--- src/rtl/scr_map.svh ---
// register offsets, field positions, reset values and timing for the config bank
// assumes inclusion by rtl files; no logic inside
`ifndef SCR_MAP_SVH
`define SCR_MAP_SVH
`define SCR_OFF_LINK_CONFIG     8'h00
`define SCR_OFF_BUS_ADDRESS     8'h01
`define SCR_OFF_EMPHASIS        8'h02
`define SCR_LC_REG_CONTROL      0
`define SCR_LC_MODE_LO          2
`define SCR_LC_MODE_HI          3
`define SCR_LC_LATCH_EDGE       4
`define SCR_LC_SWING            5
`define SCR_BA_SOURCE           7
`define SCR_EM_DISABLE          4
`define SCR_EM_LEVEL_LO         5
`define SCR_EM_LEVEL_HI         7
`define SCR_RST_LINK_CONFIG     8'h00
`define SCR_RST_BUS_ADDRESS     8'h68
`define SCR_RST_EMPHASIS        8'h00
`define SCR_CLK_MHZ             200
`define SCR_STARTUP_MS          10
`define SCR_STARTUP_CYC         (`SCR_STARTUP_MS * 1000 * `SCR_CLK_MHZ)
`endif

--- src/rtl/scr_pkg.sv ---
// types shared by the config bank and its bus engine
// assumes it is compiled before every file that imports it
package scr_pkg;
  typedef enum logic [1:0] {
    SCR_MODE_NORM_NOFILT,
    SCR_MODE_NORM_FILT,
    SCR_MODE_LEGACY_GEN2,
    SCR_MODE_LEGACY_GEN1
  } scr_mode_t;
  typedef struct packed {
    logic       filter_en;
    logic       legacy_gen2;
    logic       legacy_gen1;
    logic       latch_rising;
    logic       swing_high;
    logic [2:0] emph_level;
    logic       emph_en;
  } scr_cfg_t;
  typedef struct packed {
    logic       wr;
    logic [7:0] addr;
    logic [7:0] wdata;
  } scr_req_t;
endpackage

--- src/rtl/scr_i2c_slave.sv ---
// i2c-compatible slave engine: start/stop detect, address match, byte transfers
// assumes scl/sda already synchronous to clk_i; sda open-drain as three signals
`timescale 1ns/1ps
`include "scr_map.svh"
module scr_i2c_slave (
  input  wire logic            clk_i,
  input  wire logic            rstn_i,
  input  wire logic            enable_i,
  input  wire logic [6:0]      dev_addr_i,
  input  wire logic            scl_i,
  input  wire logic            sda_i,
  output logic                 sda_o,
  output logic                 sda_oe_o,
  output scr_pkg::scr_req_t    req_o,
  output logic                 req_vld_o,
  input  wire logic [7:0]      rdata_i
);
  import scr_pkg::*;
  typedef enum logic [2:0] {ST_IDLE, ST_ADDR, ST_ACK, ST_RX, ST_TX, ST_RACK} scr_st_t;
  scr_st_t     st_r;
  logic        scl_q_r;
  logic        sda_q_r;
  logic [7:0]  sh_r;
  logic [3:0]  cnt_r;
  logic        rd_r;
  logic        have_ptr_r;
  logic [7:0]  ptr_r;
  logic        drv_r;
  logic        vld_r;
  scr_req_t    req_r;
  wire         scl_rise = scl_i & ~scl_q_r;
  wire         scl_fall = ~scl_i & scl_q_r;
  wire         start_c  = scl_i & scl_q_r & sda_q_r & ~sda_i;
  wire         stop_c   = scl_i & scl_q_r & ~sda_q_r & sda_i;
  wire [7:0]   sh_nxt   = {sh_r[6:0], sda_i};
  // reads look up the live pointer; a write shows the offset it latched
  wire [7:0]   look_addr = vld_r ? req_r.addr : ptr_r;
  assign sda_o     = 1'b0;
  assign sda_oe_o  = drv_r;
  assign req_o     = '{wr: req_r.wr, addr: look_addr, wdata: req_r.wdata};
  assign req_vld_o = vld_r;
  always_ff @(posedge clk_i) begin
    scl_q_r <= scl_i;
    sda_q_r <= sda_i;
    vld_r   <= 1'b0;
    if (!rstn_i || !enable_i || stop_c) begin
      st_r <= ST_IDLE;
      drv_r <= 1'b0;
      cnt_r <= 4'h0;
      if (!rstn_i) begin
        have_ptr_r <= 1'b0;
        ptr_r <= 8'h00;
        rd_r <= 1'b0;
        sh_r <= 8'h00;
        req_r <= '0;
      end
      have_ptr_r <= 1'b0;
    end else if (start_c) begin
      st_r <= ST_ADDR;
      cnt_r <= 4'h0;
      drv_r <= 1'b0;
      have_ptr_r <= 1'b0;
    end else begin
      case (st_r)
        ST_ADDR, ST_RX: begin
          if (scl_rise) begin
            sh_r <= sh_nxt;
            cnt_r <= cnt_r + 4'h1;
          end
          if (scl_fall && cnt_r == 4'h8) begin
            cnt_r <= 4'h0;
            if (st_r == ST_ADDR) begin
              if (sh_r[7:1] == dev_addr_i) begin
                rd_r <= sh_r[0];
                drv_r <= 1'b1;
                st_r <= ST_ACK;
              end else begin
                st_r <= ST_IDLE;
              end
            end else begin
              drv_r <= 1'b1;
              st_r <= ST_ACK;
              if (!have_ptr_r) begin
                ptr_r <= sh_r;
                have_ptr_r <= 1'b1;
              end else begin
                req_r <= '{wr: 1'b1, addr: ptr_r, wdata: sh_r};
                vld_r <= 1'b1;
                ptr_r <= ptr_r + 8'h01;
              end
            end
          end
        end
        ST_ACK: begin
          if (scl_fall) begin
            if (rd_r) begin
              sh_r <= rdata_i;
              drv_r <= ~rdata_i[7];
              cnt_r <= 4'h1;
              ptr_r <= ptr_r + 8'h01;
              st_r <= ST_TX;
            end else begin
              drv_r <= 1'b0;
              st_r <= ST_RX;
            end
          end
        end
        ST_TX: begin
          if (scl_fall) begin
            if (cnt_r == 4'h8) begin
              drv_r <= 1'b0;
              st_r <= ST_RACK;
            end else begin
              sh_r <= {sh_r[6:0], 1'b0};
              drv_r <= ~sh_r[6];
              cnt_r <= cnt_r + 4'h1;
            end
          end
        end
        ST_RACK: begin
          if (scl_rise) begin
            st_r <= sda_i ? ST_IDLE : ST_ACK;
          end
        end
        default: st_r <= ST_IDLE;
      endcase
    end
  end
endmodule

--- src/rtl/scr_config_bank.sv ---
// serializer configuration bank reached over the serial control bus
// assumes pins synchronous to clk_i, reset held at power-up
//
// Operation
// - bit0 of link_config: 0 uses strap pins, 1 uses registers except address
// - bus_address_setting bit7 picks strap address or register address
// - address field bits 6:0, read/write, resets to 1101000
// - link_config bits 3:2 select mode, reset 00
// - link_config bit4: 0 latches on falling edge, 1 on rising
// - emphasis bits 7:5: 000 external resistor, others fixed levels
// - emphasis bit4 low enables de-emphasis, high disables
// - no bus response for 10 ms after power-up
// - device acks every written byte; host acks reads, ends nack and stop
`timescale 1ns/1ps
`include "scr_map.svh"
module scr_config_bank #(
  parameter int unsigned STARTUP_CYC = `SCR_STARTUP_CYC
) (
  input  wire logic             clk_i,
  input  wire logic             rstn_i,
  input  wire logic             scl_i,
  input  wire logic             sda_i,
  output logic                  sda_o,
  output logic                  sda_oe_o,
  input  wire logic [6:0]       strap_addr_i,
  input  wire logic [1:0]       strap_mode_i,
  input  wire logic             strap_latch_rising_i,
  input  wire logic             strap_swing_high_i,
  output scr_pkg::scr_cfg_t     cfg_o,
  output logic                  bus_ready_o
);
  import scr_pkg::*;
  if (STARTUP_CYC < 1) begin : g_bad_startup
    $error("STARTUP_CYC must be at least 1");
  end
  logic [7:0]  link_config_r;
  logic [7:0]  bus_address_setting_r;
  logic [7:0]  emphasis_control_r;
  logic [31:0] wait_r;
  logic        ready_r;
  scr_cfg_t    cfg_r;
  scr_cfg_t    cfg_nxt;
  scr_req_t    req;
  logic        req_vld;
  logic [7:0]  rdata;
  wire         reg_ctl     = link_config_r[`SCR_LC_REG_CONTROL];
  wire [1:0]   mode_sel    = reg_ctl ? link_config_r[`SCR_LC_MODE_HI:`SCR_LC_MODE_LO]
                                     : strap_mode_i;
  wire         latch_sel   = reg_ctl ? link_config_r[`SCR_LC_LATCH_EDGE]
                                     : strap_latch_rising_i;
  wire         swing_sel   = reg_ctl ? link_config_r[`SCR_LC_SWING]
                                     : strap_swing_high_i;
  wire [2:0]   emph_lvl    = reg_ctl ? emphasis_control_r[`SCR_EM_LEVEL_HI:`SCR_EM_LEVEL_LO]
                                     : 3'h0;
  wire         emph_dis    = reg_ctl & emphasis_control_r[`SCR_EM_DISABLE];
  // address selection ignores reg_ctl on purpose
  wire [6:0]   dev_addr    = bus_address_setting_r[`SCR_BA_SOURCE]
                             ? bus_address_setting_r[6:0] : strap_addr_i;
  wire         wr_link     = req_vld && req.wr && req.addr == `SCR_OFF_LINK_CONFIG;
  wire         wr_addr     = req_vld && req.wr && req.addr == `SCR_OFF_BUS_ADDRESS;
  wire         wr_emph     = req_vld && req.wr && req.addr == `SCR_OFF_EMPHASIS;
  assign rdata = (req.addr == `SCR_OFF_LINK_CONFIG) ? link_config_r
               : (req.addr == `SCR_OFF_BUS_ADDRESS) ? bus_address_setting_r
               : (req.addr == `SCR_OFF_EMPHASIS)    ? emphasis_control_r
               : 8'h00;
  always_comb begin
    cfg_nxt              = '0;
    cfg_nxt.filter_en    = (mode_sel == SCR_MODE_NORM_FILT);
    cfg_nxt.legacy_gen2  = (mode_sel == SCR_MODE_LEGACY_GEN2);
    cfg_nxt.legacy_gen1  = (mode_sel == SCR_MODE_LEGACY_GEN1);
    cfg_nxt.latch_rising = latch_sel;
    cfg_nxt.swing_high   = swing_sel;
    cfg_nxt.emph_level   = emph_lvl;
    cfg_nxt.emph_en      = ~emph_dis;
  end
  assign cfg_o       = cfg_r;
  assign bus_ready_o = ready_r;
  always_ff @(posedge clk_i) begin
    if (!rstn_i) begin
      wait_r  <= 32'h0;
      ready_r <= 1'b0;
    end else if (!ready_r) begin
      wait_r  <= wait_r + 32'h1;
      ready_r <= (wait_r >= 32'(STARTUP_CYC - 1));
    end
  end
  always_ff @(posedge clk_i) begin
    if (!rstn_i) begin
      link_config_r         <= `SCR_RST_LINK_CONFIG;
      bus_address_setting_r <= `SCR_RST_BUS_ADDRESS;
      emphasis_control_r    <= `SCR_RST_EMPHASIS;
      cfg_r                 <= '0;
    end else begin
      cfg_r <= cfg_nxt;
      if (wr_link) link_config_r <= req.wdata;
      if (wr_addr) bus_address_setting_r <= req.wdata;
      if (wr_emph) emphasis_control_r <= req.wdata;
    end
  end
  scr_i2c_slave u_bus (
    .clk_i      (clk_i),
    .rstn_i     (rstn_i),
    .enable_i   (ready_r),
    .dev_addr_i (dev_addr),
    .scl_i      (scl_i),
    .sda_i      (sda_i),
    .sda_o      (sda_o),
    .sda_oe_o   (sda_oe_o),
    .req_o      (req),
    .req_vld_o  (req_vld),
    .rdata_i    (rdata)
  );
endmodule

--- config.mk ---
export PLATFORM = sky130hd
export DESIGN_NAME = scr_config_bank
export DESIGN_NICKNAME = d
export VERILOG_FILES = /design/src/rtl/scr_pkg.sv /design/src/rtl/scr_i2c_slave.sv /design/src/rtl/scr_config_bank.sv
export VERILOG_INCLUDE_DIRS = /design/src /design/src/rtl
export SDC_FILE = /design/constraint.sdc
export NUM_CORES = 1
export LEC_CHECK = 0
export BUFFER_PORTS_ARGS = -buffer_cell sky130_fd_sc_hd__buf_2
export CORE_UTILIZATION = 50
export CTS_BUF_LIST = sky130_fd_sc_hd__clkbuf_16
export CTS_CLUSTER_DIAMETER = 200
export CTS_CLUSTER_SIZE = 16
export DETAILED_ROUTE_END_ITERATION = 6
export PLACE_DENSITY = 0.67
export SLEW_MARGIN = 10
export SYNTH_ARGS = -nofsm -noshare
export SYNTH_HDL_FRONTEND = slang
export SYNTH_SLANG_ARGS = --single-unit
--- constraint.sdc ---
create_clock -name clk_i -period 4.3 [get_ports clk_i]
set_clock_uncertainty 0.2 [all_clocks]
set_input_delay 0.86 -clock clk_i [delete_from_list [all_inputs] [get_ports clk_i]]
set_output_delay 0.86 -clock clk_i [all_outputs]
set_load 0.02 [all_outputs]
==> impl_results.md, run 1 <==
* Register area share after synthesis at 46.51%
* DRC viols at 0
* RSZ-0062 raised after global routing: false
* Outcome: complete, no violations
* Number of global-route vias before repair at 3673
* Leakage Power at 2.304 nW
* Total track usage at 20.43%
* Drt initial violations at 316
* Core area at 10840 um2
* Final wirelength at 11140 um
* WHS at 0.2621 ns
* Worst r2r src: u_bus.req_vld_o
* First-pass GRT wire length at 18290 um
* Final HPWL DP at 7878 um
* Max Slew Vio Count at 0
* Total power at 0.001980 W
* Initial Util at 51.22%
* Min Tclk post-route at 2.619 ns
* Fin. Hold Viols at 0
* Relative slew slack at 46.01%
* Mapped Cells at 554
* Fillers at 946
* Total CTS buffers at 9
* Yosys warns at 0
* Final ANT Viol Nets at 0
* Post-synthesis instance area at 5553 um2
* Final period util at 60.91%
* Peak VDD IR at 0.0001860 V
* Peak Freq at 381.8 MHz
* CTS clk-pin slew, worst paths at 0.07 ns
* Crit path kind: register to register
* GRT overflow at 0
* Setup violations, final at 0
* Netlist cell types at 72
* H-Tree Depth at 3
* Vias per std cell at 5.662
* Gp weighted congestion at 0.8693
* Worst-path fanout max at 9
* Post-synth top flop: dfxtp_1
* Ys async rst share at 0%
* Cts repair resizes at 0
* Via count at 4054
* CTS Hold Bufs at 0
* Port Buffers at 25
* Max Buffers Root-to-Sink at 2
* CTS tree: done
* Critical hold path startpoint: emphasis_control_r[2]
* Layout cells sized above 1 at 10.76%
* Synth-to-layout area growth at 8.788%
* Setup TNS at 0 ns
* Nets at 590
* Power density over the cells at 327.8 nW/um2
* Synth Register Bits at 112
* Hold Crit Class: register to register
* Clk Latency, worst-skew pair at 0.34 ns
* Syn Nets at 573
* Crit start category: register
* Clock sink total at 112
* Mapped Avg Cell Area at 10.02 um2
* Worst Setup End Kind: register
* Largest net degree at the start of global routing at 81
* CTS root buf: clkbuf_16
* Dpl cells at 700
* Max-cap violations at 0
* I/O pin count at 27
* DRT Pass-1 Iters at 5
* Routed length per placed instance at 15.56 um
* Number of enable flip-flop cells after synthesis at 34
* Worst slew pin tran at 0.7941 ns
* Die area at 11530 um2
* Setup crit start: u_bus.req_vld_o
* Worst EP arrival at 2.62 ns
* Setup Buffers After CTS at 0
* CP required at 4.30 ns
* Cell Count, Final, Fillers Out at 716
* Die H at 107.4 um
* Initial antenna violation count at 0
* Die width at 107.4 um
* Antenna cells at 0
* Row cnt at 38
## area by class of cell
cell class	instances	area, um2	area share [%]
clock buffers	10	250.2	4.143
flip-flops and latches	112	2582	42.75
clock inverters	6	25.02	0.4143
repair buffers	31	170.2	2.817
inverters	9	33.78	0.5592
multi-input cells	408	2804	46.42
well taps	140	175.2	2.900
## synth_stat cells (all sizes together) (3+ instances only)
cell	instances	area [um2]
dfxtp	78	1562
and2	48	300.3
nand3	37	190.2
nand2	36	135.1
edfxtp	34	1021
xnor2	34	297.8
o21ai	32	160.1
mux2i	30	304.0
nor2	28	107.6
a21oi	19	95.09
nor2b	17	106.4
nand4	16	160.1
clkbuf	14	52.55
and3	11	70.07
buf	11	80.07
xor2	10	87.58
inv	9	33.78
nand2b	9	56.30
o2bb2ai	8	70.07
a211oi	7	52.55
nor4	7	80.07
o211ai	5	37.54
a21boi	4	30.03
ha	4	50.05
a31oi	3	18.77
nor3	3	15.01
o31ai	3	22.52
## per-layer routing
layer  share of wire (%)  track usage [%]
met5                   0                0
met4                 1.6            7.730
met3                 4.5            3.027
met2                  44            31.47
met1                  50            28.88
## critical path, cell delays in order, from the launching register on
cell and delay, ns:
dfxtp_1 0.57, mux2i_2 0.74, and2_0 0.47, o2bb2ai_1 0.23, nand3_1 0.11, a21oi_1 0.15
## sequential cells by signal (all words and copies together), names as in the netlist
| register | flops |
|---|---|
| wait_r | 32 |
| cfg_o | 9 |
| u_bus.req_o | 9 |
| bus_address_setting_r | 8 |
| emphasis_control_r | 8 |
| link_config_r | 8 |
| u_bus.ptr_r | 8 |
| u_bus.req_r | 8 |
| u_bus.sh_r | 8 |
| u_bus.cnt_r | 4 |
| u_bus.st_r | 3 |
| bus_ready_o | 1 |
| u_bus.have_ptr_r | 1 |
| u_bus.rd_r | 1 |
| u_bus.req_vld_o | 1 |
| u_bus.scl_q_r | 1 |
| u_bus.sda_oe_o | 1 |
| u_bus.sda_q_r | 1 |
## cells in the final DEF (no fill, tap or decap), drive strengths merged, types with 2 or more instances in the layout
cell | netlist | final
a211oi | 7 | 7
a21boi | 4 | 4
a21o | 2 | 2
a21oi | 19 | 19
a31oi | 3 | 3
and2 | 48 | 48
and3 | 11 | 11
and3b | 2 | 2
buf | 11 | 31
clkbuf | 14 | 10
clkinv | 0 | 2
dfxtp | 78 | 78
edfxtp | 34 | 34
ha | 4 | 4
inv | 9 | 13
mux2i | 30 | 30
nand2 | 36 | 36
nand2b | 9 | 9
nand3 | 37 | 37
nand3b | 2 | 2
nand4 | 16 | 16
nand4b | 2 | 2
nor2 | 28 | 28
nor2b | 17 | 17
nor3 | 3 | 3
nor4 | 7 | 7
o211ai | 5 | 5
o21a | 2 | 2
o21ai | 32 | 32
o22ai | 2 | 2
o2bb2ai | 8 | 8
o31ai | 3 | 3
o41ai | 2 | 2
or3 | 2 | 2
or4 | 2 | 2
xnor2 | 34 | 34
xor2 | 10 | 10
## path summary, 6_finish.rpt
kind | slack (ns) | to | cells past startpoint
worst max-delay path | 1.68 | u_bus.sh_r[7] | 5
worst min-delay path | 0.26 | emphasis_control_r[2] | 2
worst min register to register | 0.26 | emphasis_control_r[2] | 2
worst max register to register | 1.68 | u_bus.sh_r[7] | 5
## per-stage QoR
step	setup WS (ns)	instance area, um2	utilization [%]
2_1_floorplan	0.8271	5553	-
3_3_place_gp	1.567	5766	53.19
3_5_place_dp	1.477	5766	53.19
4_1_cts	1.672	6041	55.72
5_1_grt	1.493	6041	55.72
6_report	1.681	6041	55.72
## kinds of logic after synthesis
group,Yosys count,share of synthesized area [%]
AOI/OAI and AO/OA,99,12.03
xor gates and xnor gates,44,6.940
adders and majority gates,5,1.082
buffers and inverters,34,2.997
DFF,112,46.51
muxes,31,5.746
other,1,0.06753
and+or+nand+nor,228,24.63
## report_power, final
part	switching [W]	internal [W]	total (W)
logic	0.0000492	0.0000326	0.0000818
registers	0.0000177	0.00110	0.00112
clock network	0.000359	0.000419	0.000778
total	0.000426	0.00155	0.00198
No activity file was read; power rests on OpenSTA's default activity.
==> run 2: changes to the inputs <==
--- a/config.mk
+++ b/config.mk
@@ -6,6 +6,7 @@
 export SDC_FILE = /design/constraint.sdc
 export NUM_CORES = 1
 export LEC_CHECK = 0
+export ABC_AREA = 1
 export BUFFER_PORTS_ARGS = -buffer_cell sky130_fd_sc_hd__buf_2
 export CORE_UTILIZATION = 50
 export CTS_BUF_LIST = sky130_fd_sc_hd__clkbuf_16
==> constraint.sdc (replaced) <==
create_clock -name clk_i -period 2.7 [get_ports clk_i]
set_clock_uncertainty 0.2 [all_clocks]
set_input_delay 0.54 -clock clk_i [delete_from_list [all_inputs] [get_ports clk_i]]
set_output_delay 0.54 -clock clk_i [all_outputs]
set_load 0.02 [all_outputs]
==> run 2 against run 1 <==
Effect of this change: power grew 64%; hold slack lost 0.16 ns; clock-buffer cell count is 1 lower; flip-flop and latch count stayed put; critical path type unchanged; critical endpoint is now link_config_r[3].
==> impl_results.md, run 2 <==
* Reg2reg path depth at 9 (+4)
* Most frequent cells in the layout: nand2_1, inv_1, nor2_1, dfxtp_1, a21oi_1
* Total track usage at 24.47% (+4.0 points)
* Final WS setup at 0.5612 ns (-1.120 ns)
* Max Buffers Root-to-Sink at 2 (unchanged)
* CTS Hold Bufs at 0 (unchanged)
* Row cnt at 39 (+2.6%)
* GRT overflow at 0 (unchanged)
* Routed length per placed instance at 14.10 um (-9.4%)
* Peak VDD IR at 0.0005285 V (+180%)
* Mapped Avg Cell Area at 7.189 um2 (-28%)
* Netlist cell types at 48 (-33%)
* H-Tree Depth at 3 (unchanged)
* Synth Register Bits at 112 (unchanged)
* Critical Path Max Stage Delay at 0.52 ns (-0.22 ns)
* Outcome: complete, no violations
* Cell Count, Final, Fillers Out at 995 (+39%)
* Gp weighted congestion at 0.9220 (+6.1%)
* Crit start category: register
* Dpl cells at 979 (+40%)
* Largest net degree at the start of global routing at 36 (-56%)
* I/O pin count at 27 (unchanged)
* Post-synthesis instance area at 5909 um2 (+6.4%)
* First-pass GRT wire length at 23840 um (+30%)
* Worst slew pin tran at 0.5175 ns (-0.2767 ns)
* Yosys top cell area share at 26.42% (-1.7 points)
* Initial Util at 51.53% (+0.31 points)
* DRC viols at 0 (unchanged)
* Yosys warns at 0 (unchanged)
* Max reg flops at 32 (unchanged)
* Post-Layout Inst Area at 6457 um2 (+6.9%)
* Buf+Inv Stages, Crit Path at 2 (+2)
* Vias per std cell at 5.271 (-6.9%)
* Antenna cells at 0 (unchanged)
* Cts repair resizes at 0 (unchanged)
* Nets at 866 (+47%)
* Crit path kind: register to register
* Largest Register: wait_r
* Critical hold path startpoint: scl_i
* CTS tree: done
* Relative slew slack at 65.46% (+19 points)
* RSZ-0062 raised after global routing: false
* Register area share after synthesis at 43.70% (-2.8 points)
* Number of global-route vias before repair at 4953 (+35%)
* RR Endpoint: link_config_r[3]
* Worst r2r src: u_bus.req_vld_o
* WHS at 0.1060 ns (-0.1561 ns)
* Setup violations, final at 0 (unchanged)
* Power density over the cells at 503.0 nW/um2 (+53%)
* Worst-path fanout max at 13 (+4)
* Max Slew Vio Count at 0 (unchanged)
* Final ANT Viol Nets at 0 (unchanged)
* CP required at 2.75 ns (-1.55 ns)
* Initial antenna violation count at 0 (unchanged)
* Worst Setup End Kind: register
* Layout cells sized above 1 at 9.977% (-0.79 points)
* Final HPWL DP at 10400 um (+32%)
* Ys async rst share at 0% (unchanged)
* Setup Buffers After CTS at 0 (unchanged)
* Final period util at 79.21% (+18 points)
* Core area at 11470 um2 (+5.8%)
* CP max stage cell: dfxtp_1
* Die area at 12260 um2 (+6.3%)
* R2R Setup Slk at 0.56 ns (-1.12 ns)
* Clk Latency, worst-skew pair at 0.36 ns (+0.02 ns)
* Setup WS pre-CTS at 0.4678 ns (-1.009 ns)
* Die H at 110.7 um (+3.1%)
* Setup TNS at 0 ns (unchanged)
* Post-synth top cells: nand2_1, inv_1, nor2_1
* Final wirelength at 14030 um (+26%)
* Drt initial violations at 352 (+11%)
* Post-DP Area at 6161 um2 (+6.9%)
* Count leader, synth: nand2_1
* Min Tclk post-route at 2.139 ns (-0.4803 ns)
* Fin. Hold Viols at 0 (unchanged)
* Crit-path cells: inv_2 -> nand2_2 -> nand2_4 -> nor2_2 -> nand3_2 -> inv_2 -> nand2_2 -> o21ai_0 -> a21oi_1
* Port Buffers at 25 (unchanged)
* Worst EP arrival at 2.19 ns (-0.43 ns)
* CTS clk-pin slew, worst paths at 0.08 ns (about the same)
* Worst hold path depth at 1 (-1)
* Top delay family on crit path: simple AND/OR/NAND/NOR gates
* Hold Crit Class: input port to register
* Peak Freq at 467.6 MHz (+22%)
* Clock sink total at 112 (unchanged)
* Fillers at 1123 (+19%)
* Synth area leaders: dfxtp_1, edfxtp_1, nand2_1, inv_1, nor2_1
* Hold EP: u_bus.scl_q_r
* Leakage Power at 2.604 nW (+13%)
* Max-cap violations at 0 (unchanged)
* Via count at 5245 (+29%)
* Area leader, netlist: dfxtp_1
* Total CTS buffers at 9 (unchanged)
* Syn Nets at 841 (+47%)
* DRT Pass-1 Iters at 5 (unchanged)
* CTS root buf: clkbuf_16
* Synth-to-layout area growth at 9.274%
* Number of enable flip-flop cells after synthesis at 34 (unchanged)
* Mapped Cells at 822 (+48%)
* Post-synth top flop: dfxtp_1
* Die width at 110.7 um (+3.1%)
* Most common cell after layout, fill and taps aside: nand2_1
==> run 2: cell types whose count changed after synthesis, sizes merged, moves of 21 or more <==
cell   delta
mux2i    -30
nor3     +21
nand2   +183
and2     -48
inv     +101
a21oi    +47
xnor2    -30
nor2     +83
==> run 2: logic make-up after synthesis <==
family / count (synthesis) / synth area share, %
AND/OR/NAND/NOR: 426 / 31.76
buffers and inverters: 131 / 9.104
AO/OA/AOI/OAI: 129 / 11.71
flip-flops: 112 / 43.70
XOR/XNOR: 19 / 2.816
adder cells (fa/ha/maj): 4 / 0.8470
other: 1 / 0.06346
==> run 2: area by class of cell <==
class,count,area [um2],share of cell area (%)
Tap cell,143,178.9,2.771
Clock buffer,9,225.2,3.488
Inverter,112,425.4,6.588
Multi-Input combinational cell,579,2789,43.19
Sequential cell,112,2582,39.99
Timing Repair Buffer,33,185.2,2.868
Clock inverter,7,71.32,1.104
==> run 2: stage by stage <==
stage / util (%) / power [W]
after floorplan: - / 0.001896
after global placement: 53.73 / 0.001942
after detailed placement: 53.73 / 0.001944
after CTS: 56.31 / 0.003277
after global routing: 56.31 / 0.003355
final: 56.31 / 0.003248
==> run 2: worst max-delay path by stage <==
stage                               start                to  cells after the start
final                     u_bus.req_vld_o  link_config_r[3]                      9
after global routing      u_bus.req_vld_o  link_config_r[3]                      9
after CTS                 u_bus.req_vld_o  link_config_r[3]                      9
after detailed placement            scl_i   u_bus.req_r[12]                      9
after global placement              scl_i    u_bus.req_r[8]                      9
after floorplan                     scl_i    u_bus.req_o[0]                      7
==> run 2: metal layers <==
layer	wire (um)	share of wire [%]	vias to the layer above	GRT usage (%)
met5	0	0	-	0
met4	308	2.2	0	8.800
met3	674	4.8	18	6.069
met2	6553	47	120	39.17
met1	6487	46	2410	32.11
li1	-	-	2697	-
==> run 2: power by group <==
part | leakage, nW | switching, W | internal, W
logic | 1.48 | 0.0000881 | 0.0000420
registers | 0.982 | 0.0000197 | 0.00176
clock network | 0.146 | 0.000686 | 0.000657
total | 2.60 | 0.000794 | 0.00245
